<file path="src/link_defs.vh">
// Purpose: constants for the coil-line challenge link
// Assumes: 200 MHz clock, times counted in half time elements
// Notes: counts derive from printed times and the clock rate
//
// How it works
// - field entry starts challenge mode and an acknowledge pulse train
// - no reply in 50 ms with rf echo set: 2 s rf send, code 000
// - a 2 time element start signal from the decoder stops the train
// - after start an opcode is taken, then 0, 16 or 32 data bits
// - time element is 200 us, or 100 us with the rate bit set
// - each command bit is the gap between two rising coil edges
// - command bit: 4 te (min 3.5) is one, 6 te (min 5.5) zero
// - response bits last 2 te for a one and 3 te for a zero
// - at least 6.5 ms passes between a read command and its answer
// - one 16-bit nonvolatile word write ends within 30 ms
// - each response is preamble 0 then 1, then 16 or 32 bits
// - a response goes out once, then a new command is taken
// - opcode picks challenge algorithm and key; dual key allows two
// - a stored word is followed by two 1 te pulses 1 te apart
// - serial and configuration writes need the transport code first
// - a new configuration word acts only after a reset
// - a read yields exactly one 16-bit answer
// - program opcode erases, takes 18 acked words, then sends them back
// - after erase the configuration reloads, so tuning reads 0000
// - five-bit opcodes select read, program, write or challenge
`ifndef LINK_DEFS_VH
`define LINK_DEFS_VH
`define CLK_MHZ        200
`define TE_SLOW_US     200
`define TE_FAST_US     100
`define HALF_SLOW_CYC  (`TE_SLOW_US*`CLK_MHZ/2)
`define HALF_FAST_CYC  (`TE_FAST_US*`CLK_MHZ/2)
`define ACK_WAIT_MS    50
`define ACK_WAIT_CYC   (`ACK_WAIT_MS*`CLK_MHZ*1000)
`define RF_TIME_MS     2000
`define RF_CYC         (`RF_TIME_MS*`CLK_MHZ*1000)
`define RESP_WAIT_US   6500
`define RESP_WAIT_CYC  (`RESP_WAIT_US*`CLK_MHZ)
`define WRITE_MS       30
`define WRITE_CYC      (`WRITE_MS*`CLK_MHZ*1000)
`define ONE_MIN_H      6'h07
`define ZERO_MIN_H     6'h0B
`define START_MIN_H    4'h3
`define ACK_LAST_H     4'h7
`define RSP_ONE_H      3'h3
`define RSP_ZERO_H     3'h5
`define CFG_RATE_BIT   0
`define CFG_ECHO_BIT   1
`define CFG_DUAL_BIT   2
`define CFG_DEFAULT    16'h0000
`define MAP_WORDS      18
`define MAP_LAST       5'h11
`define KEY1_BASE      5'h07
`define KEY2_BASE      5'h0B
`define USR_BASE       5'h03
`define OP_SELECT      5'h00
`define OP_PROGRAM     5'h08
`define SWITCH_ECHO    3'h0
`endif

</file>
<file path="src/te_divider.v">
// Purpose: half time element tick generator
// Assumes: half periods are given in clock cycles
// Notes: rate change restarts the count
`timescale 1ns/1ps
`default_nettype none
module te_divider #(
    parameter [15:0] HALF_SLOW = 16'h4E20,
    parameter [15:0] HALF_FAST = 16'h2710
) (
    input  wire clock,
    input  wire rstn,
    input  wire fast,
    output reg  tick
);
    reg  [15:0] cnt;
    reg         fast_q;
    wire [15:0] last = fast ? HALF_FAST - 16'h0001
                            : HALF_SLOW - 16'h0001;

    always @(posedge clock) begin
        if (!rstn) begin
            cnt    <= 16'h0000;
            tick   <= 1'b0;
            fast_q <= 1'b0;
        end else begin
            fast_q <= fast;
            tick   <= 1'b0;
            if (cnt >= last || fast != fast_q) begin
                cnt  <= 16'h0000;
                tick <= (fast == fast_q);
            end else begin
                cnt <= cnt + 16'h0001;
            end
        end
    end
endmodule // te_divider
`default_nettype wire

</file>
<file path="src/word_fifo.v">
// Purpose: small response word buffer
// Assumes: depth is a power of two, AW its log2
// Notes: in_ready low when full stalls the producer
`timescale 1ns/1ps
`default_nettype none
module word_fifo #(
    parameter W  = 17,
    parameter D  = 4,
    parameter AW = 2
) (
    input  wire         clock,
    input  wire         rstn,
    input  wire         in_valid,
    output wire         in_ready,
    input  wire [W-1:0] in_data,
    output wire         out_valid,
    input  wire         out_ready,
    output wire [W-1:0] out_data
);
    localparam [AW:0] FULL = D[AW:0];
    reg [W-1:0]  mem [0:D-1];
    reg [AW-1:0] wp;
    reg [AW-1:0] rp;
    reg [AW:0]   count;
    wire push = in_valid & in_ready;
    wire pop  = out_valid & out_ready;

    assign in_ready  = (count != FULL);
    assign out_valid = (count != {(AW+1){1'b0}});
    assign out_data  = mem[rp];

    always @(posedge clock) begin
        if (push) begin
            mem[wp] <= in_data;
        end
    end

    always @(posedge clock) begin
        if (!rstn) begin
            wp    <= {AW{1'b0}};
            rp    <= {AW{1'b0}};
            count <= {(AW+1){1'b0}};
        end else begin
            if (push) begin
                wp <= wp + {{(AW-1){1'b0}}, 1'b1};
            end
            if (pop) begin
                rp <= rp + {{(AW-1){1'b0}}, 1'b1};
            end
            if (push & ~pop) begin
                count <= count + {{AW{1'b0}}, 1'b1};
            end else if (pop & ~push) begin
                count <= count - {{AW{1'b0}}, 1'b1};
            end
        end
    end
endmodule // word_fifo
`default_nettype wire

</file>
<file path="src/transponder_challenge_link.v">
// Purpose: device end of the coil-line challenge and memory link
// Assumes: coil and field inputs synchronous to CLOCK
// Notes: coil line b mirrors coil line a
`include "link_defs.vh"
`timescale 1ns/1ps
`default_nettype none
module transponder_challenge_link #(
    parameter [15:0] HALF_SLOW  = `HALF_SLOW_CYC,
    parameter [15:0] HALF_FAST  = `HALF_FAST_CYC,
    parameter [31:0] ACK_WAIT   = `ACK_WAIT_CYC,
    parameter [31:0] RF_TIME    = `RF_CYC,
    parameter [31:0] RESP_WAIT  = `RESP_WAIT_CYC,
    parameter [31:0] WRITE_TIME = `WRITE_CYC,
    parameter [31:0] TRANSPORT  = 32'h5A3C_96E1
) (
    input  wire       CLOCK,
    input  wire       RSTN,
    input  wire       FIELD_PRESENT,
    input  wire       COIL_LINE_A_IN,
    output reg        COIL_LINE_A_OUT,
    output reg        COIL_LINE_A_OE,
    output reg        COIL_LINE_B_OUT,
    output reg        COIL_LINE_B_OE,
    output reg        RF_ACTIVE,
    output reg  [2:0] SWITCH_FUNCTION_CODE,
    output reg        LINK_ACTIVE
);
    localparam [3:0] ST_OFF   = 4'h0;
    localparam [3:0] ST_ACK   = 4'h1;
    localparam [3:0] ST_RF    = 4'h2;
    localparam [3:0] ST_OPC   = 4'h3;
    localparam [3:0] ST_DATA  = 4'h4;
    localparam [3:0] ST_WRITE = 4'h5;
    localparam [3:0] ST_WACK  = 4'h6;
    localparam [3:0] ST_PUSH  = 4'h7;
    localparam [1:0] TX_IDLE  = 2'h0;
    localparam [1:0] TX_WAIT  = 2'h1;
    localparam [1:0] TX_BIT   = 2'h2;

    reg  [15:0] mem [0:`MAP_WORDS-1];
    reg  [3:0]  state;
    reg  [15:0] cfg_active;
    reg         cfg_loaded;
    reg         coil_prev;
    reg  [5:0]  iv;
    reg  [3:0]  hcnt;
    reg         ref_needed;
    reg  [31:0] sr;
    reg  [5:0]  nbits;
    reg  [5:0]  need;
    reg  [4:0]  opcode;
    reg  [31:0] timer;
    reg  [3:0]  ph;
    reg         tc_ok;
    reg         prog;
    reg         chal;
    reg  [4:0]  widx;
    reg  [15:0] wdata;
    reg  [31:0] resp;
    reg  [4:0]  pcount;
    reg  [4:0]  pidx;
    reg  [1:0]  tx_state;
    reg  [17:0] tx_sr;
    reg  [4:0]  tx_left;
    reg  [2:0]  tx_ph;
    reg  [31:0] tx_timer;
    integer     k;

    wire        half_tick;
    wire        f_valid;
    wire        f_ready;
    wire        q_valid;
    wire [16:0] q_data;

    initial begin
        for (k = 0; k < `MAP_WORDS; k = k + 1) begin
            mem[k] = `CFG_DEFAULT;
        end
    end

    // serial, user and configuration slot from an opcode
    function [4:0] slot;
        input [4:0] op;
        begin
            if (op[2]) begin
                slot = `USR_BASE + {3'h0, op[1:0]};
            end else begin
                slot = op[1] ? {4'h0, op[0]} + 5'h01 : 5'h00;
            end
        end
    endfunction

    // challenge transform; hop selects the second algorithm
    function [31:0] crypt;
        input [31:0] c;
        input [63:0] key;
        input        hop;
        begin
            if (hop) begin
                crypt = ({c[15:0], c[31:16]} ^ key[63:32]) + key[31:0];
            end else begin
                crypt = (c ^ key[31:0]) + {key[47:32], key[63:48]};
            end
        end
    endfunction

    wire        dual    = cfg_active[`CFG_DUAL_BIT];
    wire [4:0]  kb      = (dual & opcode[2]) ? `KEY2_BASE : `KEY1_BASE;
    wire [63:0] key     = {mem[kb + 5'h03], mem[kb + 5'h02],
                           mem[kb + 5'h01], mem[kb]};
    wire        coil_hi = COIL_LINE_A_IN & ~COIL_LINE_A_OE;
    wire        rise    = coil_hi & ~coil_prev;
    wire        listen  = (state == ST_OPC) | (state == ST_DATA);
    wire        bit_val = (iv < `ZERO_MIN_H);
    wire        rx_bit  = rise & listen & ~ref_needed
                          & (iv >= `ONE_MIN_H);
    wire [31:0] word    = {sr[30:0], bit_val};
    wire [4:0]  op_in   = {sr[3:0], bit_val};
    wire [5:0]  nbits_n = nbits + 6'h01;
    wire        tx_idle = (tx_state == TX_IDLE);
    wire [16:0] f_data  = chal ? {pcount[1], pcount[1] ? resp[31:16]
                                                       : resp[15:0]}
                               : {1'b1, mem[pidx]};
    wire [2:0]  tx_last = tx_sr[17] ? `RSP_ONE_H : `RSP_ZERO_H;
    wire        next_drive = ((state == ST_ACK) & (ph < 4'h2))
                           | ((state == ST_WACK) & ~ph[1] & (ph < 4'h6))
                           | ((tx_state == TX_BIT) & (tx_ph < 3'h2));

    assign f_valid = (state == ST_PUSH) & (pcount != 5'h00);

    te_divider #(
        .HALF_SLOW (HALF_SLOW),
        .HALF_FAST (HALF_FAST)
    ) u_div (
        .clock (CLOCK),
        .rstn  (RSTN),
        .fast  (cfg_active[`CFG_RATE_BIT]),
        .tick  (half_tick)
    );

    word_fifo #(
        .W  (17),
        .D  (4),
        .AW (2)
    ) u_fifo (
        .clock     (CLOCK),
        .rstn      (RSTN),
        .in_valid  (f_valid),
        .in_ready  (f_ready),
        .in_data   (f_data),
        .out_valid (q_valid),
        .out_ready (tx_idle),
        .out_data  (q_data)
    );

    // edge interval and high-time measurement
    always @(posedge CLOCK) begin
        if (!RSTN) begin
            coil_prev <= 1'b0;
            iv        <= 6'h00;
            hcnt      <= 4'h0;
        end else begin
            coil_prev <= coil_hi;
            if (rise) begin
                iv <= 6'h00;
            end else if (half_tick && iv != 6'h3F) begin
                iv <= iv + 6'h01;
            end
            if (!coil_hi) begin
                hcnt <= 4'h0;
            end else if (half_tick && hcnt != 4'hF) begin
                hcnt <= hcnt + 4'h1;
            end
        end
    end

    always @(posedge CLOCK) begin
        if (!RSTN) begin
            state      <= ST_OFF;
            cfg_active <= `CFG_DEFAULT;
            cfg_loaded <= 1'b0;
            ref_needed <= 1'b1;
            sr         <= 32'h0000_0000;
            nbits      <= 6'h00;
            need       <= 6'h00;
            opcode     <= 5'h00;
            timer      <= 32'h0000_0000;
            ph         <= 4'h0;
            tc_ok      <= 1'b0;
            prog       <= 1'b0;
            chal       <= 1'b0;
            widx       <= 5'h00;
            wdata      <= 16'h0000;
            resp       <= 32'h0000_0000;
            pcount     <= 5'h00;
            pidx       <= 5'h00;
        end else begin
            if (!cfg_loaded) begin
                cfg_loaded <= 1'b1;
                cfg_active <= mem[0];
            end
            if (rx_bit) begin
                sr    <= word;
                nbits <= nbits_n;
            end
            if (rise & listen & ref_needed) begin
                ref_needed <= 1'b0;
            end
            case (state)
            ST_OFF: begin
                ph    <= 4'h0;
                timer <= 32'h0000_0000;
                if (FIELD_PRESENT) begin
                    state <= ST_ACK;
                end
            end
            ST_ACK: begin
                if (half_tick) begin
                    ph <= (ph == `ACK_LAST_H) ? 4'h0 : ph + 4'h1;
                end
                if (timer != ACK_WAIT) begin
                    timer <= timer + 32'h0000_0001;
                end
                if (hcnt >= `START_MIN_H) begin
                    state      <= ST_OPC;
                    ref_needed <= 1'b0;
                    nbits      <= 6'h00;
                end else if (timer == ACK_WAIT - 32'h0000_0001
                             && cfg_active[`CFG_ECHO_BIT]) begin
                    state <= ST_RF;
                    timer <= 32'h0000_0000;
                end
            end
            ST_RF: begin
                timer <= timer + 32'h0000_0001;
                if (timer == RF_TIME - 32'h0000_0001) begin
                    state      <= ST_OPC;
                    ref_needed <= 1'b1;
                    nbits      <= 6'h00;
                end
            end
            ST_OPC: begin
                if (rx_bit && nbits_n == 6'h05) begin
                    opcode     <= op_in;
                    nbits      <= 6'h00;
                    ref_needed <= 1'b1;
                    chal       <= op_in[4];
                    prog       <= (op_in == `OP_PROGRAM);
                    widx       <= slot(op_in);
                    tc_ok      <= (op_in[4:2] == 3'b011);
                    need       <= (op_in[4:2] == 3'b011) ? 6'h10 : 6'h20;
                    if (op_in[4]) begin
                        state <= ST_DATA;
                    end else if (op_in[3]) begin
                        state <= ST_DATA;
                    end else if (op_in != `OP_SELECT) begin
                        state  <= ST_PUSH;
                        pidx   <= slot(op_in);
                        pcount <= 5'h01;
                    end
                end
            end
            ST_DATA: begin
                if (rx_bit && nbits_n == need) begin
                    nbits      <= 6'h00;
                    ref_needed <= 1'b1;
                    if (chal) begin
                        resp   <= crypt(word, key, opcode[0]);
                        pcount <= 5'h02;
                        state  <= ST_PUSH;
                    end else if (!tc_ok) begin
                        if (word == TRANSPORT) begin
                            tc_ok <= 1'b1;
                            need  <= 6'h10;
                            if (prog) begin
                                for (k = 0; k < `MAP_WORDS; k = k + 1) begin
                                    mem[k] <= 16'h0000;
                                end
                                cfg_active <= 16'h0000;
                                widx       <= 5'h00;
                            end
                        end else begin
                            state <= ST_OPC;
                        end
                    end else begin
                        wdata <= word[15:0];
                        timer <= 32'h0000_0000;
                        state <= ST_WRITE;
                    end
                end
            end
            ST_WRITE: begin
                timer <= timer + 32'h0000_0001;
                if (timer == WRITE_TIME - 32'h0000_0001) begin
                    mem[widx] <= wdata;
                    ph        <= 4'h0;
                    state     <= ST_WACK;
                end
            end
            ST_WACK: begin
                if (half_tick) begin
                    ph <= ph + 4'h1;
                end
                if (ph == 4'h6) begin
                    if (prog && widx != `MAP_LAST) begin
                        widx  <= widx + 5'h01;
                        state <= ST_DATA;
                    end else if (prog) begin
                        prog   <= 1'b0;
                        pidx   <= 5'h00;
                        pcount <= `MAP_LAST + 5'h01;
                        state  <= ST_PUSH;
                    end else begin
                        state <= ST_OPC;
                    end
                end
            end
            ST_PUSH: begin
                if (f_valid && f_ready) begin
                    pcount <= pcount - 5'h01;
                    pidx   <= pidx + 5'h01;
                end
                if (pcount == 5'h00 && !q_valid && tx_idle) begin
                    state      <= ST_OPC;
                    chal       <= 1'b0;
                    ref_needed <= 1'b1;
                    nbits      <= 6'h00;
                end
            end
            default: begin
                state <= ST_OFF;
            end
            endcase
            if (!FIELD_PRESENT) begin
                state <= ST_OFF;
            end
        end
    end

    // response transmitter
    always @(posedge CLOCK) begin
        if (!RSTN) begin
            tx_state <= TX_IDLE;
            tx_sr    <= 18'h00000;
            tx_left  <= 5'h00;
            tx_ph    <= 3'h0;
            tx_timer <= 32'h0000_0000;
        end else begin
            case (tx_state)
            TX_IDLE: begin
                tx_ph    <= 3'h0;
                tx_timer <= 32'h0000_0000;
                if (q_valid) begin
                    if (q_data[16]) begin
                        tx_sr    <= {2'b01, q_data[15:0]};
                        tx_left  <= 5'h12;
                        tx_state <= TX_WAIT;
                    end else begin
                        tx_sr    <= {q_data[15:0], 2'b00};
                        tx_left  <= 5'h10;
                        tx_state <= TX_BIT;
                    end
                end
            end
            TX_WAIT: begin
                tx_timer <= tx_timer + 32'h0000_0001;
                if (tx_timer == RESP_WAIT - 32'h0000_0001) begin
                    tx_state <= TX_BIT;
                end
            end
            TX_BIT: begin
                if (half_tick) begin
                    if (tx_ph == tx_last) begin
                        tx_ph   <= 3'h0;
                        tx_sr   <= {tx_sr[16:0], 1'b0};
                        tx_left <= tx_left - 5'h01;
                        if (tx_left == 5'h01) begin
                            tx_state <= TX_IDLE;
                        end
                    end else begin
                        tx_ph <= tx_ph + 3'h1;
                    end
                end
            end
            default: begin
                tx_state <= TX_IDLE;
            end
            endcase
        end
    end

    always @(posedge CLOCK) begin
        if (!RSTN) begin
            COIL_LINE_A_OUT      <= 1'b0;
            COIL_LINE_A_OE       <= 1'b0;
            COIL_LINE_B_OUT      <= 1'b0;
            COIL_LINE_B_OE       <= 1'b0;
            RF_ACTIVE            <= 1'b0;
            SWITCH_FUNCTION_CODE <= `SWITCH_ECHO;
            LINK_ACTIVE          <= 1'b0;
        end else begin
            COIL_LINE_A_OUT      <= next_drive;
            COIL_LINE_A_OE       <= next_drive;
            COIL_LINE_B_OUT      <= next_drive;
            COIL_LINE_B_OE       <= next_drive;
            RF_ACTIVE            <= (state == ST_RF);
            SWITCH_FUNCTION_CODE <= `SWITCH_ECHO;
            LINK_ACTIVE          <= (state != ST_OFF) && (state != ST_RF);
        end
    end
endmodule // transponder_challenge_link
`default_nettype wire

</file>
<file path="config.mk">
export PLATFORM = sky130hd
export DESIGN_NAME = transponder_challenge_link
export DESIGN_NICKNAME = d
export VERILOG_FILES = /design/src/te_divider.v /design/src/word_fifo.v /design/src/transponder_challenge_link.v
export VERILOG_INCLUDE_DIRS = /design/src /design/src/src
export SDC_FILE = /design/constraint.sdc
export NUM_CORES = 2
export LEC_CHECK = 0
export BUFFER_PORTS_ARGS = -buffer_cell sky130_fd_sc_hd__buf_2
export CAP_MARGIN = 40
export CORE_ASPECT_RATIO = 2
export CORE_MARGIN = 1.5
export CORE_UTILIZATION = 45
export CTS_CLUSTER_SIZE = 24
export DETAILED_ROUTE_END_ITERATION = 10
export HOLD_SLACK_MARGIN = 0.1
export PLACE_DENSITY = 0.71
export REMOVE_ABC_BUFFERS = 1
export SKIP_CTS_REPAIR_TIMING = 1
export SKIP_LAST_GASP = 1
export SLEW_MARGIN = 10
export SYNTH_ARGS = -nofsm -noshare
export SYNTH_HDL_FRONTEND = slang
export SYNTH_HIERARCHICAL = 1
export SYNTH_SLANG_ARGS = --single-unit
</file>
<file path="constraint.sdc">
create_clock -name CLOCK -period 8.9 [get_ports CLOCK]
set_input_delay 0 -clock CLOCK [delete_from_list [all_inputs] [get_ports CLOCK]]
set_output_delay 0 -clock CLOCK [all_outputs]
set_load 0.005 [all_outputs]
</file>
==> Word-level counts from Yosys, hierarchy flattened <==
Memories as Yosys holds them, arrays and structs flattened. A register that Yosys moved wholly into a read port is not among the register bits.
Index checks and enable logic that the tools add are counted.
{ "word_totals": {"reg_bits": 269, "wordCells": 359, "output_inout_bits": 9, "memories": 2, "ramBits": 356} }
{ "mem_list": {"columns": ["memory", "words", "word_bits", "rd", "rd_ports_with_merged_regs", "write_ports", "line_no", "text"], "rows": [
  ["mem", 18, 16, 6, 1, 18, "transponder_challenge_link.v:40", "reg [15:0] mem [0:`MAP_WORDS-1];"],
  ["u_fifo.mem", 4, 17, 1, 1, 1, "word_fifo.v:21", "reg [W-1:0] mem [0:D-1];"]
]} }
{ "op_classes": {"reduce_logical": 53, "order_cmp": 7, "eq_ne": 59, "n_mux": 151, "add_sub_neg": 23, "n_bitwise": 29} }
{ "ops": {"columns": ["cell", "count"], "rows": [
  ["$mux 32", 7],
  ["$mux 5", 31],
  ["$mux 16", 9],
  ["$pmux 32 s4", 1],
  ["$mux 4", 19],
  ["$mux 18", 4],
  ["$mux 6", 12],
  ["$add 32x1->32 const B", 2],
  ["$add 32x32->32", 2],
  ["$pmux 32 s2", 1],
  ["$xor 32x32->32", 2],
  ["$pmux 18 s2", 1],
  ["$eq 32x21->1 const B", 1],
  ["$eq 32x23->1 const B", 1],
  ["$eq 32x24->1 const B", 1],
  ["$eq 32x29->1 const B", 1],
  ["$eq 32x31->1 const B", 1],
  ["$mux 1", 32],
  ["$ne 32x24->1 const B", 1],
  ["$pmux 4 s8", 1],
  ["$pmux 5 s3", 2],
  ["$pmux 6 s5", 1],
  ["$reduce_and 9->1", 3],
  ["$ne 2x1->1 const B", 13],
  ["73 further kinds", 173]
]} }

==> Longest topological paths before layout <==
{ "logic_depth": {"ltp_word": 12, "mapped_depth": 17} }

==> Hierarchy <==
The synthesis kept the hierarchy.
{ "modules_own_cells": {"columns": ["module", "seq_area_each_um2", "n_inst", "cells_per_inst", "area_each_um2"], "rows": [
  ["transponder_challenge_link", 19979.2, 1, 3174, 36790.3],
  ["word_fifo", 2222.1, 1, 137, 2987.9],
  ["te_divider", 360.3, 1, 94, 919.6]
]} }

==> Worst setup path after synthesis <==
No wires, ideal clock.
{ "synth_timing": {"kind": "register to register", "startpoint": "register cfg_active[2]", "endpoint": "register resp[30]", "n_path_buf": 1, "arrival_ns": 3.857, "setup_slack_ns": 4.973, "synth_period_minus_slack_ns": 3.927, "setup_time_ns": 0.070, "path_stages_with_launch": 17, "path_cell_list": "dfxtp_1 > nand2_1 > clkbuf_1 > mux2_2 > xnor2_1 > ha_1 > fa_1 > a211oi_1 > nor2_1 > o311ai_0 > o21ai_0 > a21oi_1 > or4_1 > a311oi_1 > xor2_1 > mux2i_1 > a21oi_1"} }
{ "synth_via": {"elab_chain_len": 7, "elab_cells_between_ends": 11} }
{ "synth_lines": {"columns": ["element", "line_no", "text"], "rows": [
  ["from (decl)", "transponder_challenge_link.v:42", "reg [15:0] cfg_active;"],
  ["from (signal assigned)", "transponder_challenge_link.v:180", "cfg_active <= `CFG_DEFAULT;"],
  ["from (signal assigned)", "transponder_challenge_link.v:200", "cfg_active <= mem[0];"],
  ["$and 1x1->1 *", "transponder_challenge_link.v:108", "wire [4:0] kb = (dual & opcode[2]) ? `KEY2_BASE : `KEY1_BASE;"],
  ["$mux 4 (no source line) *", null, null],
  ["$add 4x1->5 / $add 4x2->5 (equally long branches)", "transponder_challenge_link.v:110, transponder_challenge_link.v:109", null],
  ["$mem_v2 18x16 *", null, null],
  ["$xor 32x32->32 (on tied branches)", "transponder_challenge_link.v:102, transponder_challenge_link.v:100", null],
  ["$add 32x32->32 (on tied branches)", "transponder_challenge_link.v:102, transponder_challenge_link.v:100", null],
  ["$mux 32 *", "transponder_challenge_link.v:99", "if (hop) begin"],
  ["to (signal assigned)", "transponder_challenge_link.v:268", "resp <= crypt(word, key, opcode[0]);"],
  ["to (decl)", "transponder_challenge_link.v:59", "reg [31:0] resp;"]
]} }
Every way passes the cells marked *; elsewhere a longest branch is shown, timed or not.
A chain may end at the register's enable or synchronous reset.

==> Final worst setup path <==
{ "layout_timing": {"startpoint": "register cfg_active[2]", "endpoint": "register resp[24]"} }
Same word-level chain as after synthesis.

==> impl_results.html <==
<table>
<tr><th>Metric</th><th>Value</th></tr>
<tr><th colspan="2">Routing</th></tr>
<tr><td>Count of antenna-violating nets left after detailed routing</td><td>0</td></tr>
<tr><td>First-pass iteration count of the detailed router</td><td>6</td></tr>
<tr><td>DR WL met3</td><td>7100 um</td></tr>
<tr><td>Post-Route WL</td><td>120000 um</td></tr>
<tr><td>Highest signal layer in the routed design</td><td>met5</td></tr>
<tr><td>DRC violation total after the first TritonRoute iteration</td><td>2516</td></tr>
<tr><td>Mean number of vias per cell</td><td>6.14</td></tr>
<tr><td>Post-DR wirelength/cell</td><td>26.1 um</td></tr>
<tr><td>Routed via count</td><td>28300</td></tr>
<tr><td>Count of unresolved DRC violations after routing</td><td>0</td></tr>
<tr><td>Routed wl met2</td><td>65500 um</td></tr>
<tr><td>Met1 wire length</td><td>37100 um</td></tr>
<tr><th colspan="2">Floorplan</th></tr>
<tr><td>Effective utilization at floorplan</td><td>45.5%</td></tr>
<tr><td>Total die area</td><td>0.0924 mm2</td></tr>
<tr><td>Die span in y</td><td>428 um</td></tr>
<tr><td>Boundary Pins</td><td>13</td></tr>
<tr><td>Floorplan Core Area</td><td>0.0894 mm2</td></tr>
<tr><td>Number of rows created at floorplan</td><td>155</td></tr>
<tr><td>Die width</td><td>216 um</td></tr>
<tr><th colspan="2">Synthesis</th></tr>
<tr><td>Async set-or-reset flop fraction in the synthesized netlist</td><td>0%</td></tr>
<tr><td>Number of warnings issued by yosys</td><td>6</td></tr>
<tr><td>Sequential share of the synthesized area</td><td>55.4%</td></tr>
<tr><td>Post-synth top cells</td><td>sky130_fd_sc_hd__edfxtp_1 (580), sky130_fd_sc_hd__nor2_1 (450), sky130_fd_sc_hd__nand2_1 (281)</td></tr>
<tr><td>Flip-flop and latch count after synthesis</td><td>837</td></tr>
<tr><td>Post-synthesis average cell area</td><td>12.0 um2</td></tr>
<tr><td>Largest area contributor in the synthesized netlist</td><td>sky130_fd_sc_hd__edfxtp_1</td></tr>
<tr><td>EDFF count, synth</td><td>580</td></tr>
<tr><td>Most repeated cell in the gate-level netlist after synthesis</td><td>sky130_fd_sc_hd__edfxtp_1</td></tr>
<tr><td>Share of the synthesized area in the top cell type</td><td>42.8%</td></tr>
<tr><td>Netlist cell types</td><td>86</td></tr>
<tr><td>Synthesized-area fraction occupied by ao, oa, aoi and oai cells</td><td>8.40%</td></tr>
<tr><td>Fraction of synthesized area in multiplexers</td><td>13.3%</td></tr>
<tr><td>Largest cells by area after synthesis</td><td>sky130_fd_sc_hd__edfxtp_1 (43%), sky130_fd_sc_hd__dfxtp_1 (13%), sky130_fd_sc_hd__mux4_2 (9.4%)</td></tr>
<tr><td>Main combinational cell family by area after synthesis</td><td>simple AND/OR/NAND/NOR gates</td></tr>
<tr><td>Post-Syn Instances</td><td>3405</td></tr>
<tr><td>Share of synthesized cell area in and, or, nand and nor gates</td><td>13.4%</td></tr>
<tr><td>Synthesized-area fraction occupied by adder cells</td><td>3.04%</td></tr>
<tr><td>Xor/xnor cell area share of the yosys netlist</td><td>3.77%</td></tr>
<tr><td>Post-synthesis instance area</td><td>0.0407 mm2</td></tr>
<tr><td>Most used flip-flop cell after synthesis</td><td>sky130_fd_sc_hd__edfxtp_1</td></tr>
<tr><th colspan="2">Power and ir drop</th></tr>
<tr><td>Combinational group share of total power</td><td>5.8%</td></tr>
<tr><td>Sequential cell fraction of total power</td><td>52.6%</td></tr>
<tr><td>Portion of total power attributed to the clock network</td><td>41.7%</td></tr>
<tr><td>Maximum ir drop on the vdd rail</td><td>0.000175 V</td></tr>
<tr><td>Switching portion of total power</td><td>23.4%</td></tr>
<tr><td>Design internal power</td><td>6150 uW</td></tr>
<tr><td>Cell area power density</td><td>180 mW/mm2</td></tr>
<tr><td>Total leakage power</td><td>0.0131 uW</td></tr>
<tr><td>Switch Pwr</td><td>1880 uW</td></tr>
<tr><th colspan="2">Clocking</th></tr>
<tr><td>TritonCTS Buffers</td><td>74</td></tr>
<tr><td>Clock transition at the registers of the reported paths</td><td>0.07 ns</td></tr>
<tr><td>Root buffer cell</td><td>sky130_fd_sc_hd__clkbuf_16</td></tr>
<tr><td>CTS tree</td><td>built</td></tr>
<tr><td>CTS Sinks</td><td>837</td></tr>
<tr><td>Deepest level of the CTS H-tree</td><td>3</td></tr>
<tr><td>Insertion delay to the later sink of the worst-skew pair</td><td>0.68 ns</td></tr>
<tr><td>Maximum root-to-sink buffer count</td><td>3</td></tr>
<tr><th colspan="2">STA</th></tr>
<tr><td>Accumulated negative setup slack</td><td>0 ns</td></tr>
<tr><td>RSZ-0062 raised after global routing</td><td>no</td></tr>
<tr><td>Fmax</td><td>193 MHz</td></tr>
<tr><td>Fin crit period</td><td>5.19 ns</td></tr>
<tr><td>Max-slew violation count</td><td>0</td></tr>
<tr><td>Worst Max-Slew Pin Slew</td><td>1.06 ns</td></tr>
<tr><td>Final hold vios</td><td>0</td></tr>
<tr><td>Largest clock skew in the final design</td><td>0.0375 ns</td></tr>
<tr><td>Worst slew margin relative to its limit</td><td>29.1%</td></tr>
<tr><td>Setup-violating endpoint count in the final report</td><td>0</td></tr>
<tr><td>Worst hold-check slack</td><td>0.279 ns</td></tr>
<tr><td>Post-route fraction of the period consumed by the critical path</td><td>58.3%</td></tr>
<tr><th colspan="2">Cells and area</th></tr>
<tr><td>Non-Filler Instances</td><td>4609</td></tr>
<tr><td>Antenna fix cells</td><td>0</td></tr>
<tr><td>Syn-to-layout area delta</td><td>9.84%</td></tr>
<tr><td>Share of cells above drive strength 1</td><td>13.8%</td></tr>
<tr><td>FILL cells</td><td>7653</td></tr>
<tr><td>Multi-input logic area</td><td>0.0171 mm2</td></tr>
<tr><td>Storage element area</td><td>0.0226 mm2</td></tr>
<tr><td>Nets</td><td>3478</td></tr>
<tr><th colspan="2">Flow run</th></tr>
<tr><td>Max_cap viols</td><td>0</td></tr>
<tr><th colspan="2">Setup path</th></tr>
<tr><td>Worst path slowest cell</td><td>sky130_fd_sc_hd__o41ai_2</td></tr>
<tr><td>Worst-path cell chain</td><td>nand2_2, buf_4, mux2_2, xor2_1, ha_1, a21oi_1, o21ai_0, o41ai_2, o21ai_0, a21boi_0, buf_2, o31ai_1, xnor2_1, o21ai_0, a21oi_1, nor2_1</td></tr>
<tr><td>Max stage delay on crit path</td><td>0.72 ns</td></tr>
<tr><td>Arrival time at the worst endpoint</td><td>5.73 ns</td></tr>
<tr><td>Bufs and invs on worst path</td><td>2</td></tr>
<tr><td>Kind of cell adding the most delay to the critical path</td><td>compound AO/OA/AOI/OAI gates</td></tr>
<tr><td>Critical Path Most Common Cell</td><td>sky130_fd_sc_hd__o21ai_0</td></tr>
<tr><td>CP max FO</td><td>36</td></tr>
<tr><td>CP Class</td><td>reg2reg</td></tr>
<tr><td>Crit path required time</td><td>9.44 ns</td></tr>
<tr><td>Kind of start point of the critical path</td><td>flop</td></tr>
<tr><td>Type of element capturing the critical path</td><td>flop</td></tr>
<tr><th colspan="2">Global route</th></tr>
<tr><td>Via count of the first global-routing pass</td><td>28800</td></tr>
<tr><td>Remaining global-route overflow</td><td>0</td></tr>
<tr><td>Wire length of the first global-routing pass</td><td>179000 um</td></tr>
<tr><td>GRT Resource Usage Total</td><td>26.1%</td></tr>
<tr><td>Initial antenna violation count</td><td>3</td></tr>
<tr><td>Pin count of the biggest net entering global routing</td><td>109</td></tr>
<tr><th colspan="2">Run status</th></tr>
<tr><td>Run status</td><td>finished, final reports clean</td></tr>
<tr><th colspan="2">Place</th></tr>
<tr><td>Count of input and output buffers</td><td>9</td></tr>
<tr><td>Placer congestion estimate</td><td>1.12</td></tr>
<tr><td>HPWL after detailed placement</td><td>86500 um</td></tr>
<tr><td>Placed instance count</td><td>4472</td></tr>
<tr><th colspan="2">Hold path</th></tr>
<tr><td>Class of the most critical hold timing path</td><td>in2reg</td></tr>
</table>
==> worst reg2reg max path: cells and delay by family, from the launching register on <==
family / cells / cell delay, ns
and+or+nand+nor: 2 / 0.55
buffers and inverters: 2 / 0.78
AOI/OAI and AO/OA: 8 / 2.31
xor gates and xnor gates: 2 / 0.29
adders and majority gates: 1 / 0.36
muxes: 1 / 0.45
DFF: 1 / 0.32
==> cell type report <==
cell class	instances	share of cell area, %
Clock inverter	41	1.08
Sequential cell	837	50.5
Tap cell	1177	3.29
Multi-Input combinational cell	2306	38.3
Timing Repair Buffer	97	1.88
Clock buffer	90	4.44
Inverter	61	0.518
==> flip-flops by register name (all words and copies together) (netlist names), 5 cells and up, named ones only <==
register / cells
iv: 6
mem: 512
nbits: 6
pcount: 5
pidx: 5
resp: 32
sr: 31
timer: 32
tx_left: 5
tx_sr: 18
tx_timer: 32
u_div/cnt: 16
u_fifo/mem: 68
wdata: 16
widx: 5
==> cell families after synthesis <==
family                     count (synthesis)
adders and majority gates                 97
xor gates and xnor gates                 175
AOI/OAI and AO/OA                        555
other                                      1
buffers and inverters                    264
and+or+nand+nor                         1167
DFF                                      837
muxes                                    309
==> worst paths after layout <==
kind                   from   endpoint  slack, ns  cells past startpoint
max           cfg_active[2]   resp[24]       3.71                     16
min          COIL_LINE_A_IN  coil_prev       0.28                      4
max reg2reg   cfg_active[2]   resp[24]       3.71                     16
min reg2reg       tx_sr[15]  tx_sr[15]       0.46                      2
==> power by group through the flow <==
stage / clock network, uW / registers (uW) / logic (uW)
2_1_floorplan: 0 / 4310 / 311
3_3_place_gp: 0 / 4310 / 441
3_5_place_dp: 0 / 4300 / 462
4_1_cts: 3370 / 4220 / 465
5_1_grt: 3510 / 4220 / 513
6_report: 3340 / 4220 / 464
==> metrics by stage <==
step                      total power, uW  setup WS, ns  area (um2)  utilization, %
after floorplan                      4620          2.25       39900               -
after global placement               4750          3.80       41900            46.9
after detailed placement             4770          3.78       42200            47.2
after CTS                            8060          3.75       44600            49.9
after global routing                 8250          3.46       44700            50.0
final                                8020          3.71       44700            50.0
==> cell usage in the layout, fill, tap and decap left out, types with 11 or more instances in the layout <==
master,instances
sky130_fd_sc_hd__dfxtp_1,253
sky130_fd_sc_hd__clkbuf_16,76
sky130_fd_sc_hd__mux2_2,63
sky130_fd_sc_hd__a211oi_1,42
sky130_fd_sc_hd__o21ai_0,113
sky130_fd_sc_hd__and2_1,86
sky130_fd_sc_hd__clkinv_2,11
sky130_fd_sc_hd__a21oi_1,213
sky130_fd_sc_hd__nand4_1,34
sky130_fd_sc_hd__mux2i_1,69
sky130_fd_sc_hd__nor2_1,449
sky130_fd_sc_hd__or3_1,17
sky130_fd_sc_hd__and3_1,22
sky130_fd_sc_hd__xnor2_1,76
sky130_fd_sc_hd__a21o_1,31
sky130_fd_sc_hd__nor4_1,17
sky130_fd_sc_hd__ha_1,94
sky130_fd_sc_hd__buf_4,67
sky130_fd_sc_hd__nand3_1,68
sky130_fd_sc_hd__o21a_1,17
sky130_fd_sc_hd__nand2b_1,17
sky130_fd_sc_hd__nand3b_1,17
sky130_fd_sc_hd__buf_2,12
sky130_fd_sc_hd__edfxtp_1,580
sky130_fd_sc_hd__nor3_1,68
sky130_fd_sc_hd__a31oi_1,32
sky130_fd_sc_hd__nand2_1,280
sky130_fd_sc_hd__inv_1,59
sky130_fd_sc_hd__clkbuf_1,11
sky130_fd_sc_hd__mux4_2,170
sky130_fd_sc_hd__nor2b_1,31
sky130_fd_sc_hd__xor2_1,99
sky130_fd_sc_hd__o211ai_1,26
==> routing by layer <==
layer  up-vias  track usage [%]
li1      12500                -
met4         6             19.8
met1     14000             24.4
met2      1294             49.5
met5         -                0
met3       516             4.54
No activity file was read; power rests on OpenSTA's default activity.
